## config.mk

```make
export PLATFORM = sky130hd
export DESIGN_NAME = i2c_data_path
export DESIGN_NICKNAME = d
export VERILOG_FILES = /design/src/rtl/i2c_dp_pkg.sv /design/src/rtl/i2c_data_path.sv
export SDC_FILE = /design/constraint.sdc
export NUM_CORES = 1
export LEC_CHECK = 0
export ABC_AREA = 0
export BUFFER_PORTS_ARGS = -buffer_cell sky130_fd_sc_hd__buf_4
export CAP_MARGIN = 20
export CORE_UTILIZATION = 54
export DETAILED_ROUTE_END_ITERATION = 16
export PLACE_DENSITY = 0.9
export SYNTH_ARGS = -nofsm -noshare
export SYNTH_HDL_FRONTEND = slang
export SYNTH_SLANG_ARGS = --single-unit
```

## constraint.sdc

```tcl
create_clock -name clk_i -period 2.7 [get_ports clk_i]
set_input_delay 0.27 -clock clk_i [delete_from_list [all_inputs] [get_ports clk_i]]
set_output_delay 0.27 -clock clk_i [all_outputs]
set_load 0.05 [all_outputs]
```

## src/rtl/i2c_dp_pkg.sv

```systemverilog
// Constants for the two-wire data path: register map, field positions, reset values.
// Assumes a 32-bit AXI4-Lite master and byte-wide registers in the low lane.
package i2c_dp_pkg;
  // ----------------------------------------
  // Register map (byte addresses)
  // ----------------------------------------
  localparam int AXI_ADDR_W = 8;
  localparam logic [7:0] ADDR_CONTROL = 8'h00;
  localparam logic [7:0] ADDR_IER = 8'h04;
  localparam logic [7:0] ADDR_STATUS = 8'h08;
  localparam logic [7:0] ADDR_OWN_ADDR = 8'h0C;
  localparam logic [7:0] ADDR_TX = 8'h10;
  localparam logic [7:0] ADDR_RX = 8'h14;
  // ----------------------------------------
  // Field positions
  // ----------------------------------------
  localparam int CTRL_TRANSMIT_BIT = 0;
  localparam int CTRL_MASTER_BIT = 1;
  localparam int ACK_CHECK_BIT = 0;
  localparam int STOP_BIT = 3;
  localparam int NO_ACK_BIT = 4;
  localparam int RX_FULL_BIT = 5;
  localparam int TX_EMPTY_BIT = 7;
  localparam int FLAG_COUNT = 3;
  // ----------------------------------------
  // Reset values and codes
  // ----------------------------------------
  localparam logic [7:0] RX_RESET = 8'h00;
  localparam logic [7:0] TX_RESET = 8'h00;
  localparam logic [7:0] IER_RESET = 8'h00;
  localparam logic [6:0] OWN_ADDR_RESET = 7'h00;
  localparam logic [2:0] LAST_BIT = 3'h7;
  localparam logic [1:0] RESP_OKAY = 2'h0;
  localparam logic [1:0] RESP_SLVERR = 2'h2;
  localparam logic [31:0] READ_ZERO = 32'h0000_0000;
  // Link position within a frame
  typedef enum logic [1:0] {LINK_IDLE, LINK_HOLD, LINK_DATA, LINK_ACK} link_state_e;
endpackage

```

## src/rtl/i2c_data_path.sv

```systemverilog
// Data path and status flags of a two-wire serial interface behind an AXI4-Lite slave.
// Assumes SCL is made elsewhere; SCL and SDA arrive asynchronously and are filtered here.
//
// Function
// - receive_full_flag (bit 5) sets when a received byte moves into rx_holding
// - receive_full_flag clears on write 0 after reading 1, or reading rx_holding
// - no_ack_flag (bit 4) sets on missing acknowledge while ack_check_enable is 1
// - no_ack_flag clears only on write 0 after reading it as 1
// - master mode: stop flag (bit 3) sets on stop after a completed frame
// - slave mode: stop flag sets on stop after first byte matched own_slave_address
// - stop flag clears on write 0 after reading it as 1
// - tx_holding is read/write; a free shifter takes its byte and starts sending
// - a byte written during shifting follows the current one without a gap
// - rx_holding takes each received byte, is read-only, resets to zero
// - bus_shifter is hidden from software and shifts transmit data out on SDA
`timescale 1ns/10ps
module i2c_data_path
(
  input wire logic clk_i,
  input wire logic reset_n_i,
  input wire logic [i2c_dp_pkg::AXI_ADDR_W-1:0] s_awaddr_i,
  input wire logic s_awvalid_i,
  output logic s_awready_o,
  input wire logic [31:0] s_wdata_i,
  input wire logic [3:0] s_wstrb_i,
  input wire logic s_wvalid_i,
  output logic s_wready_o,
  output logic [1:0] s_bresp_o,
  output logic s_bvalid_o,
  input wire logic s_bready_i,
  input wire logic [i2c_dp_pkg::AXI_ADDR_W-1:0] s_araddr_i,
  input wire logic s_arvalid_i,
  output logic s_arready_o,
  output logic [31:0] s_rdata_o,
  output logic [1:0] s_rresp_o,
  output logic s_rvalid_o,
  input wire logic s_rready_i,
  input wire logic scl_i,
  input wire logic sda_i,
  output logic sda_o,
  output logic sda_oe_o,
  output logic irq_o
);
  // ----------------------------------------
  // Declarations
  // ----------------------------------------
  logic [2:0] scl_sync, sda_sync;
  logic scl_f, sda_f, scl_q, sda_q, next_scl_f, next_sda_f;
  logic scl_rise, scl_fall, start_ev, stop_ev;
  i2c_dp_pkg::link_state_e state, next_state;
  logic [2:0] cnt, next_cnt;
  logic [7:0] shifter, next_shifter, tx_holding, next_tx_holding;
  logic [7:0] rx_holding, next_rx_holding, ier, next_ier, rx_byte;
  logic [6:0] own_slave_address, next_own_slave_address;
  logic tx_pend, next_tx_pend, sh_busy, next_sh_busy;
  logic ctrl_transmit, next_ctrl_transmit, ctrl_master, next_ctrl_master;
  logic first_byte, next_first_byte, addr_match, next_addr_match;
  logic frame_done, next_frame_done, next_sda_oe, next_irq;
  logic [2:0] flags, next_flags, seen, next_seen, set_ev, clear_ev;
  logic aw_have, next_aw_have, w_have, next_w_have, w_strb0, next_w_strb0;
  logic [7:0] aw_addr, next_aw_addr, w_data, next_w_data;
  logic next_awready, next_wready, next_bvalid, next_arready, next_rvalid;
  logic [1:0] next_bresp, next_rresp;
  logic [31:0] next_rdata;
  logic wr_fire, rd_fire, wr_status, rd_status, rd_rx;

  // Word-aligned match of a bus address against a register offset
  function automatic logic reg_hit(input logic [7:0] a, input logic [7:0] off);
    return a[7:2] == off[7:2];
  endfunction

  // Any printed register; everything else answers with an error
  function automatic logic reg_mapped(input logic [7:0] a);
    return reg_hit(a, i2c_dp_pkg::ADDR_CONTROL) || reg_hit(a, i2c_dp_pkg::ADDR_IER)
      || reg_hit(a, i2c_dp_pkg::ADDR_STATUS) || reg_hit(a, i2c_dp_pkg::ADDR_OWN_ADDR)
      || reg_hit(a, i2c_dp_pkg::ADDR_TX) || reg_hit(a, i2c_dp_pkg::ADDR_RX);
  endfunction

  // ----------------------------------------
  // Pin synchronisers
  // ----------------------------------------
  // A level is taken only once stages two and three agree, which rejects single-cycle glitches
  always_comb
  begin
    next_scl_f = (scl_sync[1] == scl_sync[2]) ? scl_sync[2] : scl_f;
    next_sda_f = (sda_sync[1] == sda_sync[2]) ? sda_sync[2] : sda_f;
  end

  // Sync chains and filtered levels
  always_ff @(posedge clk_i or negedge reset_n_i)
  begin
    if (!reset_n_i)
    begin
      scl_sync <= 3'h7;
      sda_sync <= 3'h7;
      scl_f <= 1'b1;
      sda_f <= 1'b1;
      scl_q <= 1'b1;
      sda_q <= 1'b1;
    end
    else
    begin
      scl_sync <= {scl_sync[1:0], scl_i};
      sda_sync <= {sda_sync[1:0], sda_i};
      scl_f <= next_scl_f;
      sda_f <= next_sda_f;
      scl_q <= scl_f;
      sda_q <= sda_f;
    end
  end

  // Bus events from filtered levels
  assign scl_rise = scl_f && !scl_q;
  assign scl_fall = !scl_f && scl_q;
  assign start_ev = scl_f && scl_q && sda_q && !sda_f;
  assign stop_ev = scl_f && scl_q && !sda_q && sda_f;
  assign rx_byte = {shifter[6:0], sda_f};

  // ----------------------------------------
  // Register access and link engine
  // ----------------------------------------
  assign wr_fire = aw_have && w_have && !s_bvalid_o;
  assign rd_fire = s_arvalid_i && s_arready_o;
  assign wr_status = wr_fire && w_strb0 && reg_hit(aw_addr, i2c_dp_pkg::ADDR_STATUS);
  assign rd_status = rd_fire && reg_hit(s_araddr_i, i2c_dp_pkg::ADDR_STATUS);
  assign rd_rx = rd_fire && reg_hit(s_araddr_i, i2c_dp_pkg::ADDR_RX);

  // Next values for the bus slave, the registers, the flags and the link
  always_comb
  begin
    next_awready = s_awready_o;
    next_wready = s_wready_o;
    next_bvalid = s_bvalid_o;
    next_bresp = s_bresp_o;
    next_arready = s_arready_o;
    next_rvalid = s_rvalid_o;
    next_rresp = s_rresp_o;
    next_rdata = s_rdata_o;
    next_aw_have = aw_have;
    next_aw_addr = aw_addr;
    next_w_have = w_have;
    next_w_data = w_data;
    next_w_strb0 = w_strb0;
    next_ctrl_transmit = ctrl_transmit;
    next_ctrl_master = ctrl_master;
    next_ier = ier;
    next_own_slave_address = own_slave_address;
    next_tx_holding = tx_holding;
    next_tx_pend = tx_pend;
    next_rx_holding = rx_holding;
    next_shifter = shifter;
    next_sh_busy = sh_busy;
    next_state = state;
    next_cnt = cnt;
    next_first_byte = first_byte;
    next_addr_match = addr_match;
    next_frame_done = frame_done;
    next_sda_oe = sda_oe_o;
    set_ev = 3'h0;
    // Address and data may arrive in either order; one write at a time
    if (s_awvalid_i && s_awready_o)
    begin
      next_aw_have = 1'b1;
      next_aw_addr = s_awaddr_i;
      next_awready = 1'b0;
    end
    if (s_wvalid_i && s_wready_o)
    begin
      next_w_have = 1'b1;
      next_w_data = s_wdata_i[7:0];
      next_w_strb0 = s_wstrb_i[0];
      next_wready = 1'b0;
    end
    // A free shifter takes the pending byte, but never in mid-byte
    if (!sh_busy && tx_pend && state != i2c_dp_pkg::LINK_DATA)
    begin
      next_shifter = tx_holding;
      next_sh_busy = 1'b1;
      next_tx_pend = 1'b0;
    end
    if (wr_fire)
    begin
      next_aw_have = 1'b0;
      next_w_have = 1'b0;
      next_bvalid = 1'b1;
      next_bresp = reg_mapped(aw_addr) ? i2c_dp_pkg::RESP_OKAY : i2c_dp_pkg::RESP_SLVERR;
      if (w_strb0)
      begin
        if (reg_hit(aw_addr, i2c_dp_pkg::ADDR_CONTROL))
        begin
          next_ctrl_transmit = w_data[i2c_dp_pkg::CTRL_TRANSMIT_BIT];
          next_ctrl_master = w_data[i2c_dp_pkg::CTRL_MASTER_BIT];
        end
        if (reg_hit(aw_addr, i2c_dp_pkg::ADDR_IER))
          next_ier = w_data;
        if (reg_hit(aw_addr, i2c_dp_pkg::ADDR_OWN_ADDR))
          next_own_slave_address = w_data[6:0];
        if (reg_hit(aw_addr, i2c_dp_pkg::ADDR_TX))
        begin
          next_tx_holding = w_data;
          next_tx_pend = 1'b1;
        end
        // Writes to rx_holding fall through here and are dropped
      end
    end
    if (s_bvalid_o && s_bready_i)
    begin
      next_bvalid = 1'b0;
      next_awready = 1'b1;
      next_wready = 1'b1;
    end
    // Read data is captured at the address handshake
    if (rd_fire)
    begin
      next_arready = 1'b0;
      next_rvalid = 1'b1;
      next_rresp = reg_mapped(s_araddr_i) ? i2c_dp_pkg::RESP_OKAY : i2c_dp_pkg::RESP_SLVERR;
      next_rdata = i2c_dp_pkg::READ_ZERO;
      if (reg_hit(s_araddr_i, i2c_dp_pkg::ADDR_CONTROL))
      begin
        next_rdata[i2c_dp_pkg::CTRL_TRANSMIT_BIT] = ctrl_transmit;
        next_rdata[i2c_dp_pkg::CTRL_MASTER_BIT] = ctrl_master;
      end
      if (reg_hit(s_araddr_i, i2c_dp_pkg::ADDR_IER))
        next_rdata[7:0] = ier;
      if (rd_status)
      begin
        next_rdata[i2c_dp_pkg::STOP_BIT +: i2c_dp_pkg::FLAG_COUNT] = flags;
        next_rdata[i2c_dp_pkg::TX_EMPTY_BIT] = !tx_pend;
      end
      if (reg_hit(s_araddr_i, i2c_dp_pkg::ADDR_OWN_ADDR))
        next_rdata[6:0] = own_slave_address;
      if (reg_hit(s_araddr_i, i2c_dp_pkg::ADDR_TX))
        next_rdata[7:0] = tx_holding;
      if (rd_rx)
        next_rdata[7:0] = rx_holding;
    end
    if (s_rvalid_o && s_rready_i)
    begin
      next_rvalid = 1'b0;
      next_arready = 1'b1;
    end
    // Link engine; SDA is driven low only, the pull-up gives the ones
    case (state)
      i2c_dp_pkg::LINK_HOLD:
        if (scl_fall)
        begin
          next_state = i2c_dp_pkg::LINK_DATA;
          next_cnt = 3'h0;
          next_sda_oe = ctrl_transmit && next_sh_busy && !next_shifter[7];
        end
      i2c_dp_pkg::LINK_DATA:
        if (scl_rise && !ctrl_transmit)
        begin
          next_shifter = rx_byte;
          if (cnt == i2c_dp_pkg::LAST_BIT)
          begin
            next_rx_holding = rx_byte;
            set_ev[2] = 1'b1;
            next_first_byte = 1'b0;
            if (first_byte && !ctrl_master && rx_byte[7:1] == own_slave_address)
              next_addr_match = 1'b1;
          end
        end
        else if (scl_fall)
        begin
          if (cnt == i2c_dp_pkg::LAST_BIT)
          begin
            next_state = i2c_dp_pkg::LINK_ACK;
            if (ctrl_transmit)
              next_sh_busy = 1'b0;
            // Acknowledge only as master or once addressed
            next_sda_oe = !ctrl_transmit && (ctrl_master || next_addr_match);
          end
          else
          begin
            next_cnt = cnt + 3'h1;
            if (ctrl_transmit)
            begin
              next_shifter = {shifter[6:0], 1'b0};
              next_sda_oe = sh_busy && !shifter[6];
            end
          end
        end
      i2c_dp_pkg::LINK_ACK:
        if (scl_rise)
        begin
          next_frame_done = 1'b1;
          if (ctrl_transmit && sda_f && ier[i2c_dp_pkg::ACK_CHECK_BIT])
            set_ev[1] = 1'b1;
        end
        else if (scl_fall)
        begin
          // A byte loaded during the ack slot goes out at once
          next_state = i2c_dp_pkg::LINK_DATA;
          next_cnt = 3'h0;
          next_sda_oe = ctrl_transmit && next_sh_busy && !next_shifter[7];
        end
      default:
        next_sda_oe = 1'b0;
    endcase
    if (start_ev)
    begin
      next_state = i2c_dp_pkg::LINK_HOLD;
      next_first_byte = 1'b1;
      next_addr_match = 1'b0;
      next_frame_done = 1'b0;
      next_sda_oe = 1'b0;
    end
    if (stop_ev)
    begin
      set_ev[0] = ctrl_master ? frame_done : addr_match;
      next_state = i2c_dp_pkg::LINK_IDLE;
      next_addr_match = 1'b0;
      next_frame_done = 1'b0;
      next_sda_oe = 1'b0;
    end
  end

  // ----------------------------------------
  // Status flags and interrupt
  // ----------------------------------------
  // Clear needs a prior read of 1; writing 1 does nothing; a set beats a clear
  always_comb
  begin
    next_flags = flags;
    next_seen = seen;
    clear_ev = 3'h0;
    for (int i = 0; i < i2c_dp_pkg::FLAG_COUNT; i++)
    begin
      clear_ev[i] = wr_status && seen[i] && !w_data[i2c_dp_pkg::STOP_BIT + i];
      if (rd_status && flags[i])
        next_seen[i] = 1'b1;
      if (clear_ev[i])
      begin
        next_flags[i] = 1'b0;
        next_seen[i] = 1'b0;
      end
    end
    // A data read also voids the earlier read of 1, so a later write 0 needs a fresh read
    if (rd_rx)
    begin
      next_flags[2] = 1'b0;
      next_seen[2] = 1'b0;
    end
    for (int i = 0; i < i2c_dp_pkg::FLAG_COUNT; i++)
      if (set_ev[i])
        next_flags[i] = 1'b1;
    next_irq = |(next_flags & ier[i2c_dp_pkg::STOP_BIT +: i2c_dp_pkg::FLAG_COUNT]);
  end

  // All registered state except the sync chains and filtered levels
  always_ff @(posedge clk_i or negedge reset_n_i)
  begin
    if (!reset_n_i)
    begin
      s_awready_o <= 1'b1;
      s_wready_o <= 1'b1;
      s_bvalid_o <= 1'b0;
      s_bresp_o <= i2c_dp_pkg::RESP_OKAY;
      s_arready_o <= 1'b1;
      s_rvalid_o <= 1'b0;
      s_rresp_o <= i2c_dp_pkg::RESP_OKAY;
      s_rdata_o <= i2c_dp_pkg::READ_ZERO;
      aw_have <= 1'b0;
      aw_addr <= 8'h00;
      w_have <= 1'b0;
      w_data <= 8'h00;
      w_strb0 <= 1'b0;
      ctrl_transmit <= 1'b0;
      ctrl_master <= 1'b0;
      ier <= i2c_dp_pkg::IER_RESET;
      own_slave_address <= i2c_dp_pkg::OWN_ADDR_RESET;
      tx_holding <= i2c_dp_pkg::TX_RESET;
      tx_pend <= 1'b0;
      rx_holding <= i2c_dp_pkg::RX_RESET;
      shifter <= 8'h00;
      sh_busy <= 1'b0;
      state <= i2c_dp_pkg::LINK_IDLE;
      cnt <= 3'h0;
      first_byte <= 1'b0;
      addr_match <= 1'b0;
      frame_done <= 1'b0;
      flags <= 3'h0;
      seen <= 3'h0;
      sda_o <= 1'b0;
      sda_oe_o <= 1'b0;
      irq_o <= 1'b0;
    end
    else
    begin
      s_awready_o <= next_awready;
      s_wready_o <= next_wready;
      s_bvalid_o <= next_bvalid;
      s_bresp_o <= next_bresp;
      s_arready_o <= next_arready;
      s_rvalid_o <= next_rvalid;
      s_rresp_o <= next_rresp;
      s_rdata_o <= next_rdata;
      aw_have <= next_aw_have;
      aw_addr <= next_aw_addr;
      w_have <= next_w_have;
      w_data <= next_w_data;
      w_strb0 <= next_w_strb0;
      ctrl_transmit <= next_ctrl_transmit;
      ctrl_master <= next_ctrl_master;
      ier <= next_ier;
      own_slave_address <= next_own_slave_address;
      tx_holding <= next_tx_holding;
      tx_pend <= next_tx_pend;
      rx_holding <= next_rx_holding;
      shifter <= next_shifter;
      sh_busy <= next_sh_busy;
      state <= next_state;
      cnt <= next_cnt;
      first_byte <= next_first_byte;
      addr_match <= next_addr_match;
      frame_done <= next_frame_done;
      flags <= next_flags;
      seen <= next_seen;
      sda_o <= 1'b0;
      sda_oe_o <= next_sda_oe;
      irq_o <= next_irq;
    end
  end
endmodule // i2c_data_path

```

Word level (Yosys, flattened, before mapping)
Index checks and enable logic that the tools add are counted.
{"block": "op_classes", "addsub": 1, "eq_ne": 27, "mux": 98, "bitwise_logic": 1, "reduce_logical": 97}
{"cell": "8-bit two-way mux", "n": 9}
{"cell": "1-bit two-way mux", "n": 69}
{"cell": "1-bit logical AND", "n": 38}
{"cell": "6-bit by 2-bit equality test with 1-bit output (second input constant)", "n": 4}
{"cell": "6-bit by 3-bit equality test with 1-bit output (second input constant)", "n": 4}
{"cell": "3-bit nonzero test", "n": 8}
{"cell": "2-bit nonzero test", "n": 11}
{"cell": "2-bit two-way mux", "n": 10}
{"cell": "3-bit two-way mux", "n": 6}
{"cell": "3-bit AND reduction", "n": 6}
{"cell": "4-bit != test (second input constant)", "n": 4}
{"cell": "1-bit zero test", "n": 14}
{"cell": "6-bit by 1-bit equality test with 1-bit output (second input constant)", "n": 2}
{"cell": "6-bit zero test", "n": 2}
{"cell": "1-bit logical OR", "n": 11}
{"cell": "2-bit != test (second input constant)", "n": 5}
{"cell": "5-bit AND reduction", "n": 2}
{"cell": "3-bit one-hot mux with 3 select lines", "n": 1}
{"cell": "4-bit AND reduction", "n": 2}
{"cell": "7-bit equality test", "n": 1}
{"cell": "7-bit two-way mux", "n": 1}
{"cell": "2-bit one-hot mux with 3 select lines", "n": 1}
{"cell": "5-bit != test (second input constant)", "n": 1}
{"cell": "5-bit nonzero test", "n": 1}
{"cell": "9 further kinds", "n": 11}
{"block": "totals", "register_bits": 105, "output_inout_bits": 44}

Logic depth before layout (Yosys ltp)
Gate-level depths: netlist of run 1.
{"block": "depth", "ltp_word": 11, "ltp_mapped": 7, "depth_no_buf": 6}

Worst setup path after synthesis of run 1
Ideal clock, no wire load.
{"block": "synth_timing", "path_kind": "reg2reg", "startpoint": "register aw_addr[5]", "endpoint": "register ier[0]", "setup_time_ps": 125, "arrival_ps": 2081, "slack_ps": 494, "path_stages_with_launch": 6, "path_buffers": 1, "cell_sequence": "dfrtp_1 > or4b_1 > buf_2 > or3_4 > nor3b_4 > mux2_2"}
{"block": "synth_between", "elab_chain_cells": 2}
{"element": "start: declaration", "line_no": "i2c_data_path.sv:61", "text": "logic [7:0] aw_addr, next_aw_addr, w_data, next_w_data;"}
{"element": "start signal: assignment", "line_no": "i2c_data_path.sv:401", "text": "aw_addr <= next_aw_addr;"}
{"element": "6-bit by 1-bit equality test with 1-bit output", "line_no": "i2c_data_path.sv:69", "text": "return a[7:2] == off[7:2];"}
{"element": "3-bit AND reduction (no source line)"}
{"element": "end signal: assignment", "line_no": "i2c_data_path.sv:372", "text": "ier <= i2c_dp_pkg::IER_RESET;"}
{"element": "end signal: assignment", "line_no": "i2c_data_path.sv:407", "text": "ier <= next_ier;"}
{"element": "end: declaration", "line_no": "i2c_data_path.sv:53", "text": "logic [7:0] rx_holding, next_rx_holding, ier, next_ier, rx_byte;"}
No other way between the ends.
A chain may end at the register's enable or synchronous reset.

Worst setup path in the final report of run 1
{"block": "layout_timing", "startpoint": "register aw_addr[5]", "endpoint": "register ier[5]"}
The elaborated chain is that of the path after synthesis.

==> flow_summary.ini, run 1 <==
[sta]
final.setup.tns_ns = 0
clock_skew_ns = 0.0141
worst_slew_pin_slew_ns = 0.789
grt_setup_unrepaired = false
holdWs_ns = 0.0543
finalSetupViolations = 0
post-route-min-period_ns = 2.53
hold_viol = 0
postLayoutSetupSlackWorst_ns = 0.172
slew_violations = 0
finalCritPeriodShare_pct = 93.6
fmax_mhz = 396
slew_headroom_pct = 47.0

[clocking]
cts_setup_buffers = 0
clock_latency_ns = 0.38
htreeDepth = 3
cts_tree = done
postCtsHoldBufs = 3
clockRootBuffer = clkbuf_8
clockBufferDepth = 2
cts_buffers = 9
path_clk_slew_ns = 0.10
clock-sinks = 101
cts_resized = 0

[synthesis]
yosys.area_share.simple_pct = 11.2
synth-xor-area-share_pct = 1.29
synth_top_family_by_area = multiplexers
synth_cell_type_count = 52
syn_inst = 404
synth_seq_area_share_pct = 53.6
synth_edf_count = 0
syn_area_sq_mm = 0.00474
ys_warn_count = 0
synthArstFlopShare_pct = 100
synth_mux_area_share_pct = 17.3
synth_compound_area_share_pct = 9.23
synthFlopType = dfrtp_1
synth-seq-cells = 101
syn_area_per_cell_sq_um = 11.7
synth_fa_ha_area_share_pct = 0.950

[placement]
gp_congestion = 0.879
placed_area_sq_mm = 0.00509
preCtsSetupSlack_ns = 0.237
port_buffers = 46
hpwl_microns = 6860
placed_cells = 541

[detailed_routing]
drtIter0Drc = 233
via_per_inst = 5.81
antenna_left = 0
vias = 3249
top_layer = met4
wl_per_cell_microns = 17.1
wl_met1_microns = 4200
dr.pass1.iters = 4
met2WireLength_microns = 4650
totalWireLength_microns = 9560
wl_met3_microns = 483
drc_errors = 0

[global_route]
grt_pass1_wl_microns = 15800
grt_max_degree = 59
globalRouteOverflowTotal = 0
first_global_vias = 3242
grt_usage_pct = 23.4
grt_antenna_before_repair = 0

[floorplan]
coreArea_sq_mm = 0.00834
ios = 105
fp.dieH_microns = 95.7
num_rows = 33
fp.dieW_microns = 95.7
dieArea_sq_mm = 0.00916
start_util_pct = 56.9

[min_path]
worstHoldStart = s_wvalid_i
min_to = s_wready_o$_DFFE_PN1P_
hold_class = in -> reg
holdPathStages = 2

[power_and_ir_drop]
power_mw = 4.86
p_sw_share_pct = 37.1
peakVddDrop_uv = 562
p_leak_nw = 2.51
power_frac_comb_pct = 30.2
pwr_density_cell_mw_per_mm2 = 914
p_int_mw = 3.06
p_clk_share_pct = 20.0
p_sw_mw = 1.80
pwr-share-seq_pct = 49.8

[cells_and_area]
final_common_cell = dfrtp_1
utilization_pct = 63.7
synthToLayoutAreaGrowth_pct = 12.1
fillers = 653
drive_gt1_share_pct = 31.7
final_cells = 559
diodes = 0
mostFrequentLayoutCells = dfrtp_1 (88), mux2_2 (65), buf_4 (48)
layout.nets = 513
fin_area_sq_mm = 0.00532

[critical_path]
r2r_start = aw_addr[5]$_DFFE_PN0P_
rr_worst_depth = 4
cp.required_ns = 2.97
cp-start-kind = register
cp-end-kind = register
path_class = reg -> reg
r2r_slack_ns = 0.17
worstPathMaxFanout = 8
reg2reg_to = ier[5]$_DFFE_PN0P_
arrival_ns = 2.79

[flow_run]
cap_violations = 0

[run_status]
status = finished, final reports clean
[cells in the mapped netlist (2+ instances only)]
cell type	number	area share, %
a32o_1	2	0.42
buf_4	27	4.3
clkbuf_1	14	1.1
maj3_1	2	0.42
nor3b_1	4	0.63
o41ai_1	2	0.37
nor4_1	5	0.66
and3_1	3	0.40
mux2i_1	9	1.9
a21oi_1	11	1.2
and2_1	3	0.40
nand3b_1	2	0.32
dfrtp_1	88	46
nor2_1	20	1.6
xor2_1	7	1.3
o221ai_1	3	0.55
mux2_2	65	15
o32a_1	3	0.63
nor2b_1	4	0.53
ha_1	2	0.53
o21ai_0	15	1.6
a31oi_1	9	1.2
o22ai_1	5	0.66
inv_1	9	0.71
nand2_1	26	2.1
nand3_1	7	0.74
or3_1	2	0.26
a22oi_1	5	0.79
nor3_1	5	0.53
nand2b_1	10	1.3
dfstp_2	13	7.2
o21a_1	2	0.32
[power groups by stage]
stage | sequential [mW] | combinational [mW] | clock [mW]
floorplan | 2.51 | 0.945 | 0
global placement | 2.40 | 1.40 | 0
detailed placement | 2.44 | 1.47 | 0
CTS | 2.41 | 1.48 | 0.985
global route | 2.49 | 1.60 | 1.03
finish | 2.42 | 1.47 | 0.971
[metal layers]
| layer | up-vias | track usage (%) |
|---|---|---|
| met4 | 0 | 12.6 |
| met3 | 21 | 3.71 |
| met2 | 134 | 37.7 |
| li1 | 1485 | - |
| met5 | - | 0 |
| met1 | 1609 | 30.6 |
[kinds of logic after synthesis]
kind of cell | Yosys count
AO/OA/AOI/OAI | 66
XOR/XNOR | 7
adder cells (fa/ha/maj) | 4
buffers and inverters | 52
flip-flops | 101
multiplexers | 74
other | 1
AND/OR/NAND/NOR | 99
[worst max-delay path, cell delays in order, from the launching register on]
cell and delay (ns):
dfrtp_1 0.40, or4b_1 0.67, or3_4 0.45, nor3b_4 0.49, mux2_2 0.40
[state kept, by name, summed over array words and instances, names as in the netlist, 6 cells and up]
name,cells
w_data,8
aw_addr,6
tx_holding,8
shifter,8
s_rdata_o,8
own_slave_address,7
rx_holding,8
ier,8
[worst max path at each step]
stage | from | to | slack (ns) | depth (start not counted)
after global placement | aw_addr[5]$_DFFE_PN0P_ | ier[6]$_DFFE_PN0P_ | 0.32 | 4
after detailed placement | aw_addr[5]$_DFFE_PN0P_ | ier[2]$_DFFE_PN0P_ | 0.24 | 4
final | aw_addr[5]$_DFFE_PN0P_ | ier[5]$_DFFE_PN0P_ | 0.17 | 4
after global routing | aw_addr[5]$_DFFE_PN0P_ | ier[6]$_DFFE_PN0P_ | 0.12 | 4
after CTS | aw_addr[5]$_DFFE_PN0P_ | ier[5]$_DFFE_PN0P_ | 0.18 | 4
after floorplan | aw_addr[5]$_DFFE_PN0P_ | ier[0]$_DFFE_PN0P_ | 0.49 | 5
[final cells by class]
type	instances	area [sq um]	area share [%]
Inverter	9	33.8	0.636
Sequential cell	101	2540	47.9
Tap cell	105	131	2.47
Multi-Input combinational cell	277	2000	37.6
Clock inverter	6	73.8	1.39
Timing Repair Buffer	52	410	7.72
Clock buffer	9	124	2.33
Power figures use the tool's default switching activity.
==> run 2, diff against run 1 <==
==> constraint.sdc (replaced) <==
create_clock -name clk_i -period 2.5 [get_ports clk_i]
set_input_delay 0.25 -clock clk_i [delete_from_list [all_inputs] [get_ports clk_i]]
set_output_delay 0.25 -clock clk_i [all_outputs]
set_load 0.05 [all_outputs]
==> run 2 against run 1 <==
Effect of this change:
- via count up 1.3%
- worst hold slack worse by 0.023 ns
- clock skew down 0.0016 ns
- setup slack worse by 0.086 ns
- critical path depth unchanged
- non-clock buffer count up 4
- highest routed layer unchanged
- first-iteration DRC count up 26%
==> flow_summary.ini, run 2 (synthesis gave the netlist of run 1 again) <==
[detailed_routing]
antenna_left = 0
vias = 3290
wl_per_cell_microns = 18.0
dr.pass1.iters = 5
drc_errors = 0
totalWireLength_microns = 10200
drtIter0Drc = 294
via_per_inst = 5.83

[clocking]
htreeDepth = 3
cts_buffers = 9
cts_tree = done
clockRootBuffer = clkbuf_8
clockBufferDepth = 2
cts_setup_buffers = 0
path_clk_slew_ns = 0.10
cts_resized = 0
clock_latency_ns = 0.37
postCtsHoldBufs = 3
clock-sinks = 101

[critical_path]
reg2reg_to = ier[1]$_DFFE_PN0P_
worstPathMaxFanout = 8
slowest_stage = or4b_1
cp-start-kind = register
cp-end-kind = register
worstPathCellList = or4b_1 -> or3_4 -> nor3b_4 -> mux2_2
cp.depth = 4
r2r_slack_ns = 0.09
arrival_ns = 2.67
rr_worst_depth = 4
max_stage_delay_ns = 0.60
path_class = reg -> reg
cp_num_buf_inv = 0
r2r_start = aw_addr[5]$_DFFE_PN0P_
cp_top_family = simple AND/OR/NAND/NOR gates
cp.required_ns = 2.76

[power_and_ir_drop]
power_mw = 5.43
peakVddDrop_uv = 580
pwr_density_cell_mw_per_mm2 = 1010
p_leak_nw = 2.54

[flow_run]
cap_violations = 0

[global_route]
grt_max_degree = 53
grt_antenna_before_repair = 0
grt_pass1_wl_microns = 16200
first_global_vias = 3194
globalRouteOverflowTotal = 0
grt_usage_pct = 24.1

[placement]
gp_congestion = 0.865
port_buffers = 46
preCtsSetupSlack_ns = 0.146
hpwl_microns = 6880

[floorplan]
fp.dieW_microns = 95.7
fp.dieH_microns = 95.7
start_util_pct = 56.9
dieArea_sq_mm = 0.00916
coreArea_sq_mm = 0.00834
num_rows = 33
ios = 105

[cells_and_area]
diodes = 0
mostFrequentLayoutCells = dfrtp_1 (88), mux2_2 (65), buf_4 (52)
synthToLayoutAreaGrowth_pct = 13.4
drive_gt1_share_pct = 32.5
utilization_pct = 64.5
final_common_cell = dfrtp_1
layout.nets = 517

[sta]
hold_viol = 0
finalCritPeriodShare_pct = 96.6
final.setup.tns_ns = 0
clock_skew_ns = 0.0124
postLayoutSetupSlackWorst_ns = 0.0855
finalSetupViolations = 0
slew_violations = 0
post-route-min-period_ns = 2.41
grt_setup_unrepaired = false
slew_headroom_pct = 47.6
fmax_mhz = 414
worst_slew_pin_slew_ns = 0.781
holdWs_ns = 0.0318

[min_path]
min_to = s_awready_o$_DFFE_PN1P_
hold_class = in -> reg
holdPathStages = 2
worstHoldStart = s_awvalid_i

[run_status]
status = finished, final reports clean
## run 2: worst max-delay path by stage
stage	start	endpoint	slack, ns
3_3_place_gp	aw_addr[5]$_DFFE_PN0P_	ier[7]$_DFFE_PN0P_	0.20
2_1_floorplan	aw_addr[5]$_DFFE_PN0P_	ier[0]$_DFFE_PN0P_	0.29
5_1_grt	aw_addr[5]$_DFFE_PN0P_	ier[4]$_DFFE_PN0P_	0.007
6_report	aw_addr[5]$_DFFE_PN0P_	ier[1]$_DFFE_PN0P_	0.09
3_5_place_dp	aw_addr[5]$_DFFE_PN0P_	ier[6]$_DFFE_PN0P_	0.15
4_1_cts	aw_addr[5]$_DFFE_PN0P_	ier[1]$_DFFE_PN0P_	0.09
## run 2: power breakdown
| group | internal, mW | switching (mW) |
|---|---|---|
| sequential | 2.13 | 0.499 |
| clock | 0.600 | 0.578 |
| combinational | 0.721 | 0.907 |
| total | 3.45 | 1.98 |
## run 2: area by class of cell
type | instances | area (sq um)
repair buffers | 56 | 440
multi-input cells | 277 | 2000
clock buffers | 10 | 138
flip-flops and latches | 101 | 2540
fillers | 640 | 2960
clock inverters | 6 | 93.8
inverters | 9 | 33.8
well taps | 105 | 131
## run 2: worst register-to-register path, delay by kind of cell (launching register included)
family           cells  cell delay, ns
muxes                1            0.40
and+or+nand+nor      3            1.50
DFF                  1            0.41
## run 2: routing by layer
| metal | GRT usage [%] | vias up | part of all wire (%) |
|---|---|---|---|
| li1 | - | 1502 | - |
| met1 | 31.4 | 1614 | 42 |
| met2 | 38.9 | 145 | 49 |
| met3 | 4.90 | 29 | 6.0 |
| met4 | 10.9 | 0 | 3.1 |
| met5 | 0 | - | 0 |
## run 2: through the flow
stage          cell area (sq um)  instances
3_3_place_gp                5120        545
6_report                    5380        564
4_1_cts                     5380        564
3_5_place_dp                5120        545
2_1_floorplan               4840        430
5_1_grt                     5380        564
==> run 3, diff against run 2 <==
--- a/config.mk
+++ b/config.mk
@@ -8,9 +8,10 @@
 export ABC_AREA = 0
 export BUFFER_PORTS_ARGS = -buffer_cell sky130_fd_sc_hd__buf_4
 export CAP_MARGIN = 20
-export CORE_UTILIZATION = 54
+export CORE_UTILIZATION = 50
 export DETAILED_ROUTE_END_ITERATION = 16
-export PLACE_DENSITY = 0.9
+export PLACE_DENSITY = 0.84
+export RECOVER_POWER = 100
 export SYNTH_ARGS = -nofsm -noshare
 export SYNTH_HDL_FRONTEND = slang
 export SYNTH_SLANG_ARGS = --single-unit
==> run 3 against run 2 <==
Effect of this change:
- sequential power hardly changed
- first-iteration DRC count is 31% lower
- sequential cell count stayed put
- final area is 1.7% lower
- clock power is 7% lower
- setup slack better by 0.13 ns
- total power is 3.9% lower
- cell count is 1.1% higher
- clock-buffer cell count is 1 lower
- critical path depth is 1 higher
==> flow_summary.ini, run 3 (synthesis gave the netlist of run 1 again) <==
[cells_and_area]
fin_area_sq_mm = 0.00529
diodes = 0
mostFrequentLayoutCells = dfrtp_1 (88), mux2_2 (64), buf_4 (29)
drive_gt1_share_pct = 26.1
final_cells = 570
final_common_cell = dfrtp_1
synthToLayoutAreaGrowth_pct = 11.6
layout.nets = 517
fillers = 763

[critical_path]
cp_num_buf_inv = 1
r2r_slack_ns = 0.22
cp-end-kind = register
cp_top_family = simple AND/OR/NAND/NOR gates
slowest_stage = or4b_1
worstPathMaxFanout = 8
worstPathCellList = or4b_1 -> or3_1 -> nor3b_4 -> buf_4 -> mux2_2
max_stage_delay_ns = 0.59
arrival_ns = 2.54
path_class = reg -> reg
cp-start-kind = register
cp.required_ns = 2.76

[flow_run]
cap_violations = 0

[sta]
final.setup.tns_ns = 0
finalCritPeriodShare_pct = 91.2
fmax_mhz = 438
clock_skew_ns = 0.0131
hold_viol = 0
holdWs_ns = 0.0364
slew_violations = 0
grt_setup_unrepaired = false
post-route-min-period_ns = 2.28
finalSetupViolations = 0
slew_headroom_pct = 10.6
worst_slew_pin_slew_ns = 1.34

[global_route]
grt_antenna_before_repair = 0
grt_max_degree = 53
grt_pass1_wl_microns = 16000
grt_usage_pct = 20.9
globalRouteOverflowTotal = 0
first_global_vias = 3276

[placement]
hpwl_microns = 6850
placed_area_sq_mm = 0.00512
placed_cells = 551
gp_congestion = 0.841
port_buffers = 46

[clocking]
clockRootBuffer = clkbuf_8
cts_resized = 0
cts_tree = done
cts_buffers = 9
clockBufferDepth = 2
htreeDepth = 3
cts_setup_buffers = 0
path_clk_slew_ns = 0.11
clock-sinks = 101
clock_latency_ns = 0.38

[detailed_routing]
totalWireLength_microns = 9670
drc_errors = 0
vias = 3252
wl_per_cell_microns = 17.0
antenna_left = 0
dr.pass1.iters = 4
via_per_inst = 5.71
drtIter0Drc = 203

[floorplan]
coreArea_sq_mm = 0.00920
fp.dieH_microns = 99.4
num_rows = 35
fp.dieW_microns = 99.4
start_util_pct = 51.6
dieArea_sq_mm = 0.00988
ios = 105

[power_and_ir_drop]
peakVddDrop_uv = 539
p_leak_nw = 2.45
pwr_density_cell_mw_per_mm2 = 986
power_mw = 5.22

[min_path]
hold_class = in -> reg

[run_status]
status = finished, final reports clean
## run 3: cell types whose count changed in the layout (fill, tap and decap cells not counted), moves of 2 or more
cell and delta:
clkbuf_1 +20, buf_4 -23, clkbuf_4 +2, dfstp_1 +7, dfstp_2 -7, inv_6 -2
inv_8 +2
## run 3: stage by stage
stage / setup slack, ns / util (%)
6_report: 0.219 / 57.5
5_1_grt: 0.111 / 57.5
4_1_cts: 0.239 / 58.4
3_5_place_dp: 0.266 / 55.7
3_3_place_gp: 0.307 / 55.7
2_1_floorplan: 0.294 / -
## run 3: final timing paths
| path | from | end | depth (start not counted) |
|---|---|---|---|
| min in group asynchronous | reset_n_i | frame_done$_DFFE_PN0P_ | 2 |
| max in group asynchronous | reset_n_i | s_awready_o$_DFFE_PN1P_ | 3 |
| worst max register to register | aw_addr[5]$_DFFE_PN0P_ | ier[1]$_DFFE_PN0P_ | 5 |
| worst min register to register | scl_sync[0]$_DFF_PN1_ | scl_sync[1]$_DFF_PN1_ | 0 |
| worst min-delay path | s_wvalid_i | s_wready_o$_DFFE_PN1P_ | 2 |
| worst max-delay path | aw_addr[5]$_DFFE_PN0P_ | ier[1]$_DFFE_PN0P_ | 5 |
## run 3: final cells by class
type	instances	area [sq um]	area share [%]
Multi-Input combinational cell	277	1990	37.7
Tap cell	111	139	2.63
Clock buffer	9	124	2.34
Inverter	9	33.8	0.639
Clock inverter	7	93.8	1.77
Timing Repair Buffer	56	363	6.86
Sequential cell	101	2540	48.1
## run 3: routing by layer
layer  vias to the layer above  GRT usage, %  share of wire, %
met5                         -             0                 0
met4                         0          10.5               2.0
met3                        18          3.58               6.5
met2                       141          33.6                47
met1                      1597          27.6                44
li1                       1496             -                 -
## run 3: power breakdown
part | switching, mW | leakage (nW) | internal, mW
combinational | 0.886 | 1.06 | 0.640
clock | 0.608 | 0.106 | 0.488
sequential | 0.479 | 1.29 | 2.12
total | 1.97 | 2.45 | 3.25
## run 3: repair_timing
action,CTS,global route
setup endpoints to repair,0,0
hold buffers,3,0
hold endpoints to repair,42,0
## run 3: worst register-to-register path, delay by kind of cell, from the launching register on
kind	cells	cell delay, ns
buf+inv	1	0.20
flops	1	0.40
simple gates	3	1.19
mux	1	0.36
